==> src/lvsc_defs.svh <==
// Offsets, field positions, reset values and key codes of the stop-mode controller.
// Assumes inclusion by bare name from the controller and bench modules.
`ifndef LVSC_DEFS_SVH
`define LVSC_DEFS_SVH

`define LVSC_OFF_PROTECT   8'h00
`define LVSC_OFF_VOLTAGE   8'h04
`define LVSC_OFF_MODE      8'h08
`define LVSC_OFF_CONTROL   8'h0C
`define LVSC_OFF_CLKSEL    8'h10
`define LVSC_OFF_STATUS    8'h14

`define LVSC_KEY_UNLOCK    8'hC9
`define LVSC_KEY_LOCK      8'h00
`define LVSC_VOLT_LOW      8'h01
`define LVSC_VOLT_RST      8'h00
`define LVSC_MODE_RST      2'h0
`define LVSC_STOP_BIT      1

`define LVSC_CS_TMR_DIV8   0
`define LVSC_CS_TMR_SUB    1
`define LVSC_CS_WCH_SUB    2
`define LVSC_CS_SUB_USED   3
`define LVSC_CS_WDT_OSC    4
`define LVSC_CS_WDT_SUB    5
`define LVSC_CS_CSI0_EXT   6
`define LVSC_CS_UART0_EXT  9
`define LVSC_CLKSEL_RST    10'h000

`endif

==> src/lvsc_pkg.sv <==
// Types shared by the stop-mode controller.
// Assumes lvsc_defs.svh holds the numeric constants.
package lvsc_pkg;
  typedef enum logic [1:0] {LVSC_RUN, LVSC_STOPPED} lvsc_state_t;
endpackage

==> src/lvsc_bus_if.sv <==
// Interface carrying decoded register writes from the bus slave to the core.
// Assumes a single clock domain.
`timescale 1ns/1ns
`default_nettype none
interface lvsc_bus_if;
  logic        wr_en;
  logic [7:0]  wr_addr;
  logic [15:0] wr_data;
  modport slave (output wr_en, output wr_addr, output wr_data);
  modport core  (input wr_en, input wr_addr, input wr_data);
endinterface
`default_nettype wire

==> src/lvsc_axi_slave.sv <==
// AXI4-Lite write path: pairs address and data, issues one write strobe.
// Assumes one outstanding write; reads are served by the top module.
`timescale 1ns/1ns
`default_nettype none
module lvsc_axi_slave (
  // Clock and reset
  input  wire logic        clk,
  input  wire logic        rst_n,
  input  wire logic        ce,
  // Write channels
  input  wire logic [7:0]  awaddr,
  input  wire logic        awvalid,
  output logic             awready,
  input  wire logic [31:0] wdata,
  input  wire logic [3:0]  wstrb,
  input  wire logic        wvalid,
  output logic             wready,
  output logic             bvalid,
  input  wire logic        bready,
  // Decoded write
  lvsc_bus_if.slave        wb
);
  logic        aw_have_r;
  logic        w_have_r;
  logic [7:0]  aw_r;
  logic [15:0] w_r;
  logic        bvalid_r;
  wire         aw_take = awvalid & awready;
  wire         w_take  = wvalid & wready;
  wire         fire    = (aw_have_r | aw_take) & (w_have_r | w_take) & ~bvalid_r & ce;
  // Lanes 0 and 1 carry register data; a disabled lane writes zeros
  wire  [15:0] w_lanes = {wstrb[1] ? wdata[15:8] : 8'h00, wstrb[0] ? wdata[7:0] : 8'h00};

  // Accept each channel once until the response drains
  assign awready    = ce & ~aw_have_r & ~bvalid_r;
  assign wready     = ce & ~w_have_r & ~bvalid_r;
  assign bvalid     = bvalid_r;
  assign wb.wr_en   = fire;
  assign wb.wr_addr = aw_have_r ? aw_r : awaddr;
  // Selects above bit 7 need the second lane, so two lanes are passed on
  assign wb.wr_data = w_have_r ? w_r : w_lanes;

  // Hold each half until both are present
  always_ff @(posedge clk or negedge rst_n) begin
    if (!rst_n) begin
      aw_have_r <= 1'b0;
      w_have_r  <= 1'b0;
      aw_r      <= 8'h00;
      w_r       <= 16'h0000;
      bvalid_r  <= 1'b0;
    end else if (ce) begin
      if (fire) begin
        aw_have_r <= 1'b0;
        w_have_r  <= 1'b0;
        bvalid_r  <= 1'b1;
      end else begin
        if (aw_take) begin
          aw_have_r <= 1'b1;
          aw_r      <= awaddr;
        end
        if (w_take) begin
          w_have_r <= 1'b1;
          w_r      <= w_lanes;
        end
        if (bvalid_r && bready) begin
          bvalid_r <= 1'b0;
        end
      end
    end
  end
endmodule // lvsc_axi_slave
`default_nettype wire

==> src/lvsc_ctrl.sv <==
// Stop / low-voltage stop controller: protected regulator setting, stop entry,
// pending-interrupt release and per-peripheral run gating while stopped.
// Assumes software on the CPU follows the entry order; one clock, AXI4-Lite.
//
// Behaviour
// Software runs the whole low-voltage entry sequence in order, main clock running.
// External serial and UART baud clocks are stopped before low-voltage stop.
// Software disables DMA before changing the regulator setting.
// Software masks interrupts, clears both NMI edge enables, silences watchdog interrupt.
// Writing C9H to the protect register unlocks the next voltage write.
// Voltage write of 01H selects low-voltage; output stays normal until stop.
// Software writes 00H to the protect register to relock it.
// Software may re-enable DMA and interrupts any time after relocking.
// Stop entered when mode field is 01 or 11 and stop bit written 1.
// Regulator output is lowered while stopped with the low setting active.
// Software places five or more no-ops after the stop-triggering store.
// A pending unmasked interrupt at stop request releases stop immediately.
// CPU, DMA and interrupt controller halt; release detection stays alive.
// Interval timer runs while stopped only on oscillator/8 or subclock.
// Watch timer runs while stopped only with subclock used and selected.
// Watchdog keeps counting on internal oscillator or subclock.
// Serial channels 0-2 run on external clock; inter-IC channels halt.
// UARTs halt; first UART runs if its external baud clock selected.
// A/D halts with result undefined; D/A output goes high impedance.
// Real-time output halts holding outputs; ports keep prior states.
// CPU registers, status and memory are preserved across stop.
// D/A output is high impedance while stopped, not held.
// Voltage write not directly after the unlock write is ignored.
//
// The AXI4-Lite register port and the register offsets are this design's own decisions.
`timescale 1ns/1ns
`default_nettype none
`include "lvsc_defs.svh"
module lvsc_ctrl
  import lvsc_pkg::*;
#(
  parameter int CSI_N  = 3,
  parameter int UART_N = 3,
  parameter int IIC_N  = 2
) (
  // Clock, enable, reset
  input  wire logic              clk,
  input  wire logic              rst_n,
  input  wire logic              ce,
  // AXI4-Lite slave
  input  wire logic [7:0]        s_axi_awaddr,
  input  wire logic              s_axi_awvalid,
  output logic                   s_axi_awready,
  input  wire logic [31:0]       s_axi_wdata,
  input  wire logic [3:0]        s_axi_wstrb,
  input  wire logic              s_axi_wvalid,
  output logic                   s_axi_wready,
  output logic [1:0]             s_axi_bresp,
  output logic                   s_axi_bvalid,
  input  wire logic              s_axi_bready,
  input  wire logic [7:0]        s_axi_araddr,
  input  wire logic              s_axi_arvalid,
  output logic                   s_axi_arready,
  output logic [31:0]            s_axi_rdata,
  output logic [1:0]             s_axi_rresp,
  output logic                   s_axi_rvalid,
  input  wire logic              s_axi_rready,
  // Wake sources
  input  wire logic              irq_pending,
  input  wire logic              wake_req,
  // Regulator and core gating
  output logic                   regulator_low,
  output logic                   stopped,
  output logic                   cpu_run,
  output logic                   dma_run,
  output logic                   intc_run,
  output logic                   wake_detect_en,
  output logic                   main_osc_en,
  // Peripheral run enables while stopped
  output logic                   interval_timer_run,
  output logic                   watch_timer_run,
  output logic                   watchdog_run,
  output logic [CSI_N-1:0]       csi_run,
  output logic [IIC_N-1:0]       iic_run,
  output logic [UART_N-1:0]      uart_run,
  output logic                   adc_run,
  output logic                   adc_result_valid,
  output logic                   dac_oe,
  output logic                   realtime_output_run,
  output logic                   realtime_output_hold,
  output logic                   port_hold,
  output logic                   state_retain
);
  lvsc_bus_if bus ();

  lvsc_state_t state_r;
  lvsc_state_t state_nxt;
  logic        unlock_r;
  logic [7:0]  volt_r;
  logic [1:0]  mode_r;
  logic [9:0]  clksel_r;
  logic        adc_valid_r;
  logic        arv_r;
  logic [31:0] rdata_r;
  logic [1:0]  rresp_r;

  // Decode used for both write strobes and read mux
  function automatic logic hit(input logic [7:0] a, input logic [7:0] off);
    return a == off;
  endfunction

  lvsc_axi_slave u_axi (
    .clk     (clk),
    .rst_n   (rst_n),
    .ce      (ce),
    .awaddr  (s_axi_awaddr),
    .awvalid (s_axi_awvalid),
    .awready (s_axi_awready),
    .wdata   (s_axi_wdata),
    .wstrb   (s_axi_wstrb),
    .wvalid  (s_axi_wvalid),
    .wready  (s_axi_wready),
    .bvalid  (s_axi_bvalid),
    .bready  (s_axi_bready),
    .wb      (bus.slave)
  );

  // Write decode
  wire wr_prot = bus.wr_en & hit(bus.wr_addr, `LVSC_OFF_PROTECT);
  wire wr_volt = bus.wr_en & hit(bus.wr_addr, `LVSC_OFF_VOLTAGE);
  wire wr_mode = bus.wr_en & hit(bus.wr_addr, `LVSC_OFF_MODE);
  wire wr_ctrl = bus.wr_en & hit(bus.wr_addr, `LVSC_OFF_CONTROL);
  wire wr_csel = bus.wr_en & hit(bus.wr_addr, `LVSC_OFF_CLKSEL);
  wire wr_known = wr_prot | wr_volt | wr_mode | wr_ctrl | wr_csel;
  // stop trigger decode
  wire stop_req = wr_ctrl & bus.wr_data[`LVSC_STOP_BIT] & mode_r[0];
  // pending request cancels entry
  wire stop_go  = stop_req & ~irq_pending;
  wire is_stop  = (state_r == LVSC_STOPPED);
  wire volt_low = (volt_r == `LVSC_VOLT_LOW);
  logic bresp_err_r;

  // Unmapped writes answer SLVERR; the response sits with bvalid
  assign s_axi_bresp = bresp_err_r ? 2'b10 : 2'b00;

  // State sequencing: the wake path must stay alive while stopped
  always_comb begin
    state_nxt = state_r;
    case (state_r)
      LVSC_RUN:     if (stop_go) state_nxt = LVSC_STOPPED;
      LVSC_STOPPED: if (irq_pending || wake_req) state_nxt = LVSC_RUN;
      default:      state_nxt = LVSC_RUN;
    endcase
  end

  always_ff @(posedge clk or negedge rst_n) begin
    if (!rst_n) begin
      state_r <= LVSC_RUN;
    end else if (ce) begin
      state_r <= state_nxt;
    end
  end

  // Protect key: any write to another register also drops the unlock
  always_ff @(posedge clk or negedge rst_n) begin
    if (!rst_n) begin
      unlock_r <= 1'b0;
    end else if (ce && bus.wr_en) begin
      // key unlock
      unlock_r <= wr_prot && (bus.wr_data[7:0] == `LVSC_KEY_UNLOCK);
    end
  end

  // Regulator voltage setting, write only when unlocked
  always_ff @(posedge clk or negedge rst_n) begin
    if (!rst_n) begin
      volt_r <= `LVSC_VOLT_RST;
    end else if (ce && wr_volt && unlock_r) begin
      // guarded write
      volt_r <= bus.wr_data[7:0];
    end
  end

  // Mode field and clock-source selections
  always_ff @(posedge clk or negedge rst_n) begin
    if (!rst_n) begin
      mode_r   <= `LVSC_MODE_RST;
      clksel_r <= `LVSC_CLKSEL_RST;
    end else if (ce) begin
      if (wr_mode) mode_r <= bus.wr_data[1:0];
      if (wr_csel) clksel_r <= bus.wr_data[9:0];
    end
  end

  // A/D result invalid after any stop until a new conversion is flagged
  always_ff @(posedge clk or negedge rst_n) begin
    if (!rst_n) begin
      adc_valid_r <= 1'b0;
    end else if (ce) begin
      // result undefined
      if (stop_go) adc_valid_r <= 1'b0;
      else if (wr_ctrl && bus.wr_data[0]) adc_valid_r <= 1'b1;
    end
  end

  // Read path: one word, registered, held until rready
  wire [31:0] rd_mux =
    hit(s_axi_araddr, `LVSC_OFF_PROTECT) ? {31'h0, unlock_r} :
    hit(s_axi_araddr, `LVSC_OFF_VOLTAGE) ? {24'h0, volt_r} :
    hit(s_axi_araddr, `LVSC_OFF_MODE)    ? {30'h0, mode_r} :
    hit(s_axi_araddr, `LVSC_OFF_CLKSEL)  ? {22'h0, clksel_r} :
    hit(s_axi_araddr, `LVSC_OFF_STATUS)  ? {29'h0, adc_valid_r, regulator_low, is_stop} : 32'h0;
  wire rd_known = hit(s_axi_araddr, `LVSC_OFF_PROTECT) | hit(s_axi_araddr, `LVSC_OFF_VOLTAGE) |
                  hit(s_axi_araddr, `LVSC_OFF_MODE) | hit(s_axi_araddr, `LVSC_OFF_CLKSEL) |
                  hit(s_axi_araddr, `LVSC_OFF_STATUS) | hit(s_axi_araddr, `LVSC_OFF_CONTROL);
  assign s_axi_arready = ce & ~arv_r;
  assign s_axi_rvalid  = arv_r;
  assign s_axi_rdata   = rdata_r;
  assign s_axi_rresp   = rresp_r;

  always_ff @(posedge clk or negedge rst_n) begin
    if (!rst_n) begin
      arv_r       <= 1'b0;
      rdata_r     <= 32'h0;
      rresp_r     <= 2'b00;
      bresp_err_r <= 1'b0;
    end else if (ce) begin
      if (s_axi_arvalid && !arv_r) begin
        arv_r   <= 1'b1;
        rdata_r <= rd_mux;
        rresp_r <= rd_known ? 2'b00 : 2'b10;
      end else if (arv_r && s_axi_rready) begin
        arv_r <= 1'b0;
      end
      if (bus.wr_en) bresp_err_r <= ~wr_known;
    end
  end

  // normal until stop
  // low regulator only while stopped
  assign regulator_low  = is_stop & volt_low;
  assign stopped        = is_stop;
  // core halts, wake detect stays
  assign cpu_run        = ~is_stop;
  assign dma_run        = ~is_stop;
  assign intc_run       = ~is_stop;
  assign wake_detect_en = 1'b1;
  assign main_osc_en    = ~is_stop;
  // interval timer source
  assign interval_timer_run = ~is_stop | clksel_r[`LVSC_CS_TMR_DIV8] | clksel_r[`LVSC_CS_TMR_SUB];
  // watch timer on subclock
  assign watch_timer_run = ~is_stop | (clksel_r[`LVSC_CS_WCH_SUB] & clksel_r[`LVSC_CS_SUB_USED]);
  // watchdog source
  assign watchdog_run = ~is_stop | clksel_r[`LVSC_CS_WDT_OSC] | clksel_r[`LVSC_CS_WDT_SUB];

  // serial channels on external clock
  genvar gi;
  generate
    for (gi = 0; gi < CSI_N; gi++) begin : g_csi
      assign csi_run[gi] = ~is_stop | clksel_r[`LVSC_CS_CSI0_EXT + gi];
    end
    for (gi = 0; gi < IIC_N; gi++) begin : g_iic
      assign iic_run[gi] = ~is_stop;
    end
    // only first UART may continue
    for (gi = 0; gi < UART_N; gi++) begin : g_uart
      if (gi == 0) begin : g_first
        assign uart_run[gi] = ~is_stop | clksel_r[`LVSC_CS_UART0_EXT];
      end else begin : g_rest
        assign uart_run[gi] = ~is_stop;
      end
    end
  endgenerate

  // A/D halts while stopped
  assign adc_run          = ~is_stop;
  assign adc_result_valid = adc_valid_r & ~is_stop;
  // D/A released to high impedance
  assign dac_oe           = ~is_stop;
  // outputs held, ports retained
  assign realtime_output_run  = ~is_stop;
  assign realtime_output_hold = is_stop;
  assign port_hold            = is_stop;
  // state retained, no reset on stop
  assign state_retain         = 1'b1;

  // Assertions
  AST_REG_LOW: assert property (@(posedge clk) disable iff (!rst_n)
    regulator_low |-> (is_stop && volt_r == 8'h01)) else $error("regulator low outside stop");
  AST_NO_LOW_RUN: assert property (@(posedge clk) disable iff (!rst_n)
    !is_stop |-> !regulator_low) else $error("regulator lowered while running");
  AST_UNLOCK: assert property (@(posedge clk) disable iff (!rst_n)
    (ce && wr_prot && bus.wr_data[7:0] == 8'hC9) |=> unlock_r) else $error("unlock key not taken");
  AST_GUARD: assert property (@(posedge clk) disable iff (!rst_n)
    (ce && wr_volt && !unlock_r) |=> $stable(volt_r)) else $error("locked voltage write changed setting");
  AST_ENTER: assert property (@(posedge clk) disable iff (!rst_n)
    (ce && !is_stop && wr_ctrl && bus.wr_data[1] && mode_r[0] && !irq_pending) |=> is_stop)
    else $error("stop not entered");
  AST_MODE_GATE: assert property (@(posedge clk) disable iff (!rst_n)
    (!is_stop && !mode_r[0]) |=> !is_stop) else $error("stop entered with wrong mode");
  AST_PEND: assert property (@(posedge clk) disable iff (!rst_n)
    (ce && is_stop && irq_pending) |=> !is_stop) else $error("pending interrupt did not release");
  AST_CORE: assert property (@(posedge clk) disable iff (!rst_n)
    is_stop |-> (!cpu_run && !dma_run && wake_detect_en)) else $error("core not halted");
  AST_DAC: assert property (@(posedge clk) disable iff (!rst_n)
    is_stop |-> !dac_oe && !adc_result_valid) else $error("converters not parked");
  AST_CANCEL: assert property (@(posedge clk) disable iff (!rst_n)
    (!is_stop && irq_pending) |=> !is_stop) else $error("stop held with interrupt pending");
  AST_UART: assert property (@(posedge clk) disable iff (!rst_n)
    (is_stop && !clksel_r[9]) |-> !uart_run[0]) else $error("first uart running without ext clock");
  COV_LVSTOP: cover property (@(posedge clk) disable iff (!rst_n) $rose(regulator_low));
  COV_STOP_NORMAL: cover property (@(posedge clk) disable iff (!rst_n) $rose(is_stop) && !volt_low);
  COV_CANCEL: cover property (@(posedge clk) disable iff (!rst_n) stop_req && irq_pending);
  COV_WAKE: cover property (@(posedge clk) disable iff (!rst_n) $fell(is_stop));
endmodule // lvsc_ctrl
`default_nettype wire

==> config.mk <==
export PLATFORM = sky130hd
export DESIGN_NAME = lvsc_ctrl
export DESIGN_NICKNAME = d
export VERILOG_FILES = /design/src/lvsc_pkg.sv /design/src/lvsc_bus_if.sv /design/src/lvsc_axi_slave.sv /design/src/lvsc_ctrl.sv
export VERILOG_INCLUDE_DIRS = /design/src
export SDC_FILE = /design/constraint.sdc
export NUM_CORES = 1
export LEC_CHECK = 0
export BUFFER_PORTS_ARGS = -buffer_cell sky130_fd_sc_hd__buf_2
export CORE_ASPECT_RATIO = 1.75
export CORE_MARGIN = 2
export CORE_UTILIZATION = 52
export DETAILED_ROUTE_END_ITERATION = 8
export PLACE_DENSITY_LB_ADDON = 0.2
export REMOVE_ABC_BUFFERS = 1
export SLEW_MARGIN = 30
export SYNTH_ARGS = -nofsm -noshare
export SYNTH_HDL_FRONTEND = slang
export SYNTH_SLANG_ARGS = --single-unit
==> constraint.sdc <==
create_clock -name clk -period 3.3 [get_ports clk]
set_input_delay 0.495 -clock clk [delete_from_list [all_inputs] [get_ports clk]]
set_output_delay 0.495 -clock clk [all_outputs]
set_load 0.005 [all_outputs]
==> impl_metrics.prom <==
# TYPE chip_impl_metric gauge
chip_impl_metric{name="cts_setup_buffers",unit=""} 0
chip_impl_metric{name="routed_wire_length_per_instance",unit="µm"} 13.8
chip_impl_metric{name="post-route-min-period",unit="ps"} 2320
chip_impl_info{name="synth.top_cells.by_count",value="61 x nand2_1, 57 x dfrtp_1, 39 x buf_4, 30 x mux2_2, 29 x o21ai_0"} 1
chip_impl_metric{name="detail_route.wirelength",unit="µm"} 6550
chip_impl_metric{name="clock-skew-final",unit="ps"} 9.58
chip_impl_metric{name="die_width",unit="µm"} 63.0
chip_impl_info{name="worst_setup_path_end_kind",value="flip-flop"} 1
chip_impl_metric{name="detailedRoute.firstPassIterationCount",unit=""} 4
chip_impl_metric{name="yosysUniqueCellTypes",unit=""} 43
chip_impl_metric{name="floorplan.core_area",unit="µm²"} 5880
chip_impl_metric{name="synth.yosys.seq_area_share",unit="%"} 45.0
chip_impl_info{name="critical_path.startpoint_type",value="flip-flop"} 1
chip_impl_metric{name="io_buffer_count",unit=""} 77
chip_impl_metric{name="post-layout-total-power",unit="mW"} 2.08
chip_impl_metric{name="global_route_total_usage_across_every_layer",unit="%"} 20.7
chip_impl_metric{name="tritoncts_num_sinks",unit=""} 57
chip_impl_metric{name="layoutNonFillerInstCount",unit=""} 476
chip_impl_metric{name="grt_max_degree",unit=""} 31
chip_impl_metric{name="syn2layout_area_growth",unit="%"} 13.0
chip_impl_metric{name="timing.max_cap.violations",unit=""} 0
chip_impl_metric{name="post-route-drc-count",unit=""} 0
chip_impl_metric{name="die-height",unit="µm"} 107
chip_impl_metric{name="placed_cells",unit=""} 460
chip_impl_metric{name="leakagePower",unit="nW"} 1.71
chip_impl_metric{name="ant_nets",unit=""} 0
chip_impl_metric{name="fin_crit_sh",unit="%"} 70.4
chip_impl_metric{name="syn_inst",unit=""} 329
chip_impl_metric{name="cts-root-to-sink-buffers",unit=""} 2
chip_impl_info{name="tritoncts_clock_tree",value="built"} 1
chip_impl_metric{name="finalSetupViolCount",unit=""} 0
chip_impl_metric{name="global_route.overflow_total",unit=""} 0
chip_impl_metric{name="final-seq-area",unit="µm²"} 1430
chip_impl_metric{name="synth_edf_count",unit=""} 0
chip_impl_metric{name="ir_drop",unit="V"} 0.000438
chip_impl_metric{name="final-hold-violation-count",unit=""} 0
chip_impl_info{name="top_reg_cell_synth",value="dfrtp_1"} 1
chip_impl_metric{name="cts_hold_buffers",unit=""} 0
chip_impl_metric{name="start_util",unit="%"} 53.9
chip_impl_metric{name="syn_area_per_cell",unit="µm²"} 9.63
chip_impl_metric{name="timing.critical_path.arrival",unit="ps"} 2540
chip_impl_metric{name="share_of_post_route_cells_with_drive_strength_above_1",unit="%"} 33.2
chip_impl_metric{name="insertion_delay",unit="ps"} 330
chip_impl_metric{name="worstMarginPinSlew",unit="ps"} 746
chip_impl_info{name="cts_root_buf",value="clkbuf_8"} 1
chip_impl_metric{name="cts_max_level",unit=""} 3
chip_impl_info{name="crit_family",value="simple AND/OR/NAND/NOR gates"} 1
chip_impl_metric{name="finish.instance_area",unit="µm²"} 3580
chip_impl_metric{name="timing.critical_path.slowest_cell_delay",unit="ps"} 610
chip_impl_metric{name="crit_buf_inv",unit=""} 0
chip_impl_metric{name="ys_seq_elements",unit=""} 57
chip_impl_metric{name="antenna_cells",unit=""} 0
chip_impl_info{name="post-synth-top-count-cell",value="nand2_1"} 1
chip_impl_metric{name="routed-via-count",unit=""} 2462
chip_impl_metric{name="drt-initial-drc-count",unit=""} 61
chip_impl_metric{name="finalWeightedCongestion",unit=""} 0.875
chip_impl_metric{name="holdWs",unit="ps"} 182
chip_impl_metric{name="io-pin-count",unit=""} 128
chip_impl_metric{name="path_clk_slew",unit="ps"} 70
chip_impl_metric{name="place_area",unit="µm²"} 3430
chip_impl_metric{name="max_clock_freq",unit="MHz"} 431
chip_impl_metric{name="first_global_vias",unit=""} 2319
chip_impl_metric{name="core.rowCount",unit=""} 37
chip_impl_metric{name="cp_data_required_time",unit="ps"} 3520
chip_impl_info{name="status",value="finished clean"} 1
chip_impl_info{name="critPathSlowestCell",value="nor4_4"} 1
chip_impl_info{name="rsz0062_at_grt",value="false"} 1
chip_impl_info{name="hp-class",value="primary input to asynchronous set/reset pin"} 1
chip_impl_metric{name="ys_warn_count",unit=""} 0
chip_impl_metric{name="grt_pass1_wl",unit="µm"} 10600
chip_impl_metric{name="num-nets-final",unit=""} 455
chip_impl_metric{name="post-synth-top-area-fraction",unit="%"} 45.0
chip_impl_metric{name="post_synth_instance_area",unit="µm²"} 3170
chip_impl_metric{name="cp_max_fo",unit=""} 14
chip_impl_metric{name="detailed_place_hpwl",unit="µm"} 5110
chip_impl_info{name="setup.worst_path.class",value="flip-flop to flip-flop"} 1
chip_impl_metric{name="cts-buffers-inserted",unit=""} 9
chip_impl_info{name="synthTopCellsByArea",value="dfrtp_1 45%, mux2_2 11%, buf_4 9.2%"} 1
chip_impl_metric{name="fillCellCount",unit=""} 558
chip_impl_info{name="most_area_hungry_cell_type_in_the_yosys_netlist",value="dfrtp_1"} 1
chip_impl_metric{name="antenna_violations_before_repair",unit=""} 0
chip_impl_metric{name="power-per-cell-area",unit="nW/µm²"} 580
chip_impl_info{name="worstPathCellList",value="nor4_1 > a22oi_2 > nor4_4 > mux2_2"} 1
chip_impl_metric{name="dieArea",unit="µm²"} 6760
chip_impl_metric{name="route.detailed.vias_per_inst",unit=""} 5.17
chip_impl_metric{name="timing.max_slew.rel_slack",unit="%"} 49.8
chip_impl_metric{name="setup_tns_final",unit="ps"} 0
chip_impl_metric{name="ys_async_sr_fraction",unit="%"} 100
chip_impl_metric{name="max_slew_violation_count",unit=""} 0
chip_impl_metric{name="count_of_instances_resized_after_the_clock_tree_is_built",unit=""} 0
chip_impl_metric{name="multiInputGateArea",unit="µm²"} 1470
[placed cells by master (no fill, tap or decap), drive strengths merged, types with 2 or more instances in the layout]
master	Yosys	layout
nand2b	7	7
nor2b	4	4
mux2i	2	2
a22oi	7	7
nor4	6	6
dfrtp	57	57
clkinv	0	4
nor4b	4	4
nand2	61	61
mux2	30	30
and4	2	2
a21oi	8	8
or4b	3	3
clkbuf	10	12
buf	42	81
inv	5	5
conb	2	26
or3	2	2
o31ai	3	3
o21ai	29	29
nor3	4	4
nand3	2	2
nand3b	9	9
nor2	12	12
a31oi	2	2
[worst reg2reg max path: cells and delay by family, from the launching register on]
kind | cells | cell delay, ps
flops | 1 | 540
simple gates | 2 | 1030
mux | 1 | 410
compound gates | 1 | 240
[report_power, final]
group          switching [mW]  total (mW)  internal [mW]
sequential              0.131       0.997          0.865
clock                   0.262       0.529          0.267
combinational           0.307       0.552          0.245
[layer usage]
| layer | track usage (%) | part of all wire, % | routed length, µm | vias up |
|---|---|---|---|---|
| met5 | 0 | 0 | 0 | - |
| met4 | 16.5 | 4.7 | 307 | 0 |
| met3 | 2.41 | 3.8 | 251 | 21 |
| met2 | 37.0 | 54 | 3530 | 78 |
| met1 | 21.4 | 38 | 2470 | 1149 |
| li1 | - | - | - | 1214 |
[path summary, 6_finish.rpt]
check                                             from                         end  slack (ps)  cells after the start
setup / recovery           u_axi.aw_have_r$_DFFE_PN0P_       volt_r[0]$_DFFE_PN0P_         980                      4
hold / removal                                   rst_n    u_axi.w_r[9]$_DFFE_PN0P_         180                      1
setup reg to reg           u_axi.aw_have_r$_DFFE_PN0P_       volt_r[0]$_DFFE_PN0P_         980                      4
hold reg to reg             s_axi_rdata[1]$_DFFE_PN0P_  s_axi_rdata[1]$_DFFE_PN0P_         470                      2
max in group asynchronous                        rst_n        unlock_r$_DFFE_PN0P_        2290                      2
min in group clk                          s_axi_rready    s_axi_rvalid$_DFFE_PN0P_         410                      4
[sequential cells by signal, summed over array words and instances, names as in the netlist]
signal / count
bresp_err_r: 1
mode_r: 2
u_axi.w_r: 10
u_axi.aw_have_r: 1
s_axi_rvalid: 1
state_r: 1
s_axi_rresp: 1
volt_r: 8
unlock_r: 1
clksel_r: 10
u_axi.w_have_r: 1
adc_valid_r: 1
s_axi_rdata: 10
u_axi.aw_r: 8
u_axi.bvalid: 1
[cell families (layout without fill, tap and decap cells)]
kind of cell | count (synthesis) | in the layout | synth area share (%)
AO/OA/AOI/OAI | 60 | 60 | 11.7
AND/OR/NAND/NOR | 121 | 121 | 20.3
multiplexers | 32 | 32 | 11.3
other | 2 | 26 | 0.237
buffers and inverters | 57 | 102 | 11.5
flip-flops | 57 | 57 | 45.0
[cell type report]
type / count / share of cell area [%]
Timing Repair Buffer: 81 / 11.6
Sequential cell: 57 / 39.8
Clock buffer: 12 / 3.77
Multi-Input combinational cell: 239 / 41.0
Clock inverter: 4 / 0.559
Inverter: 5 / 0.524
Tap cell: 78 / 2.72
[per-stage QoR]
step	utilization, %	worst slack (ps)
finish	60.9	977
global route	60.9	810
CTS	60.9	961
detailed placement	58.3	985
global placement	58.3	1010
floorplan	-	1010
No activity file was read; power rests on OpenSTA's default activity.
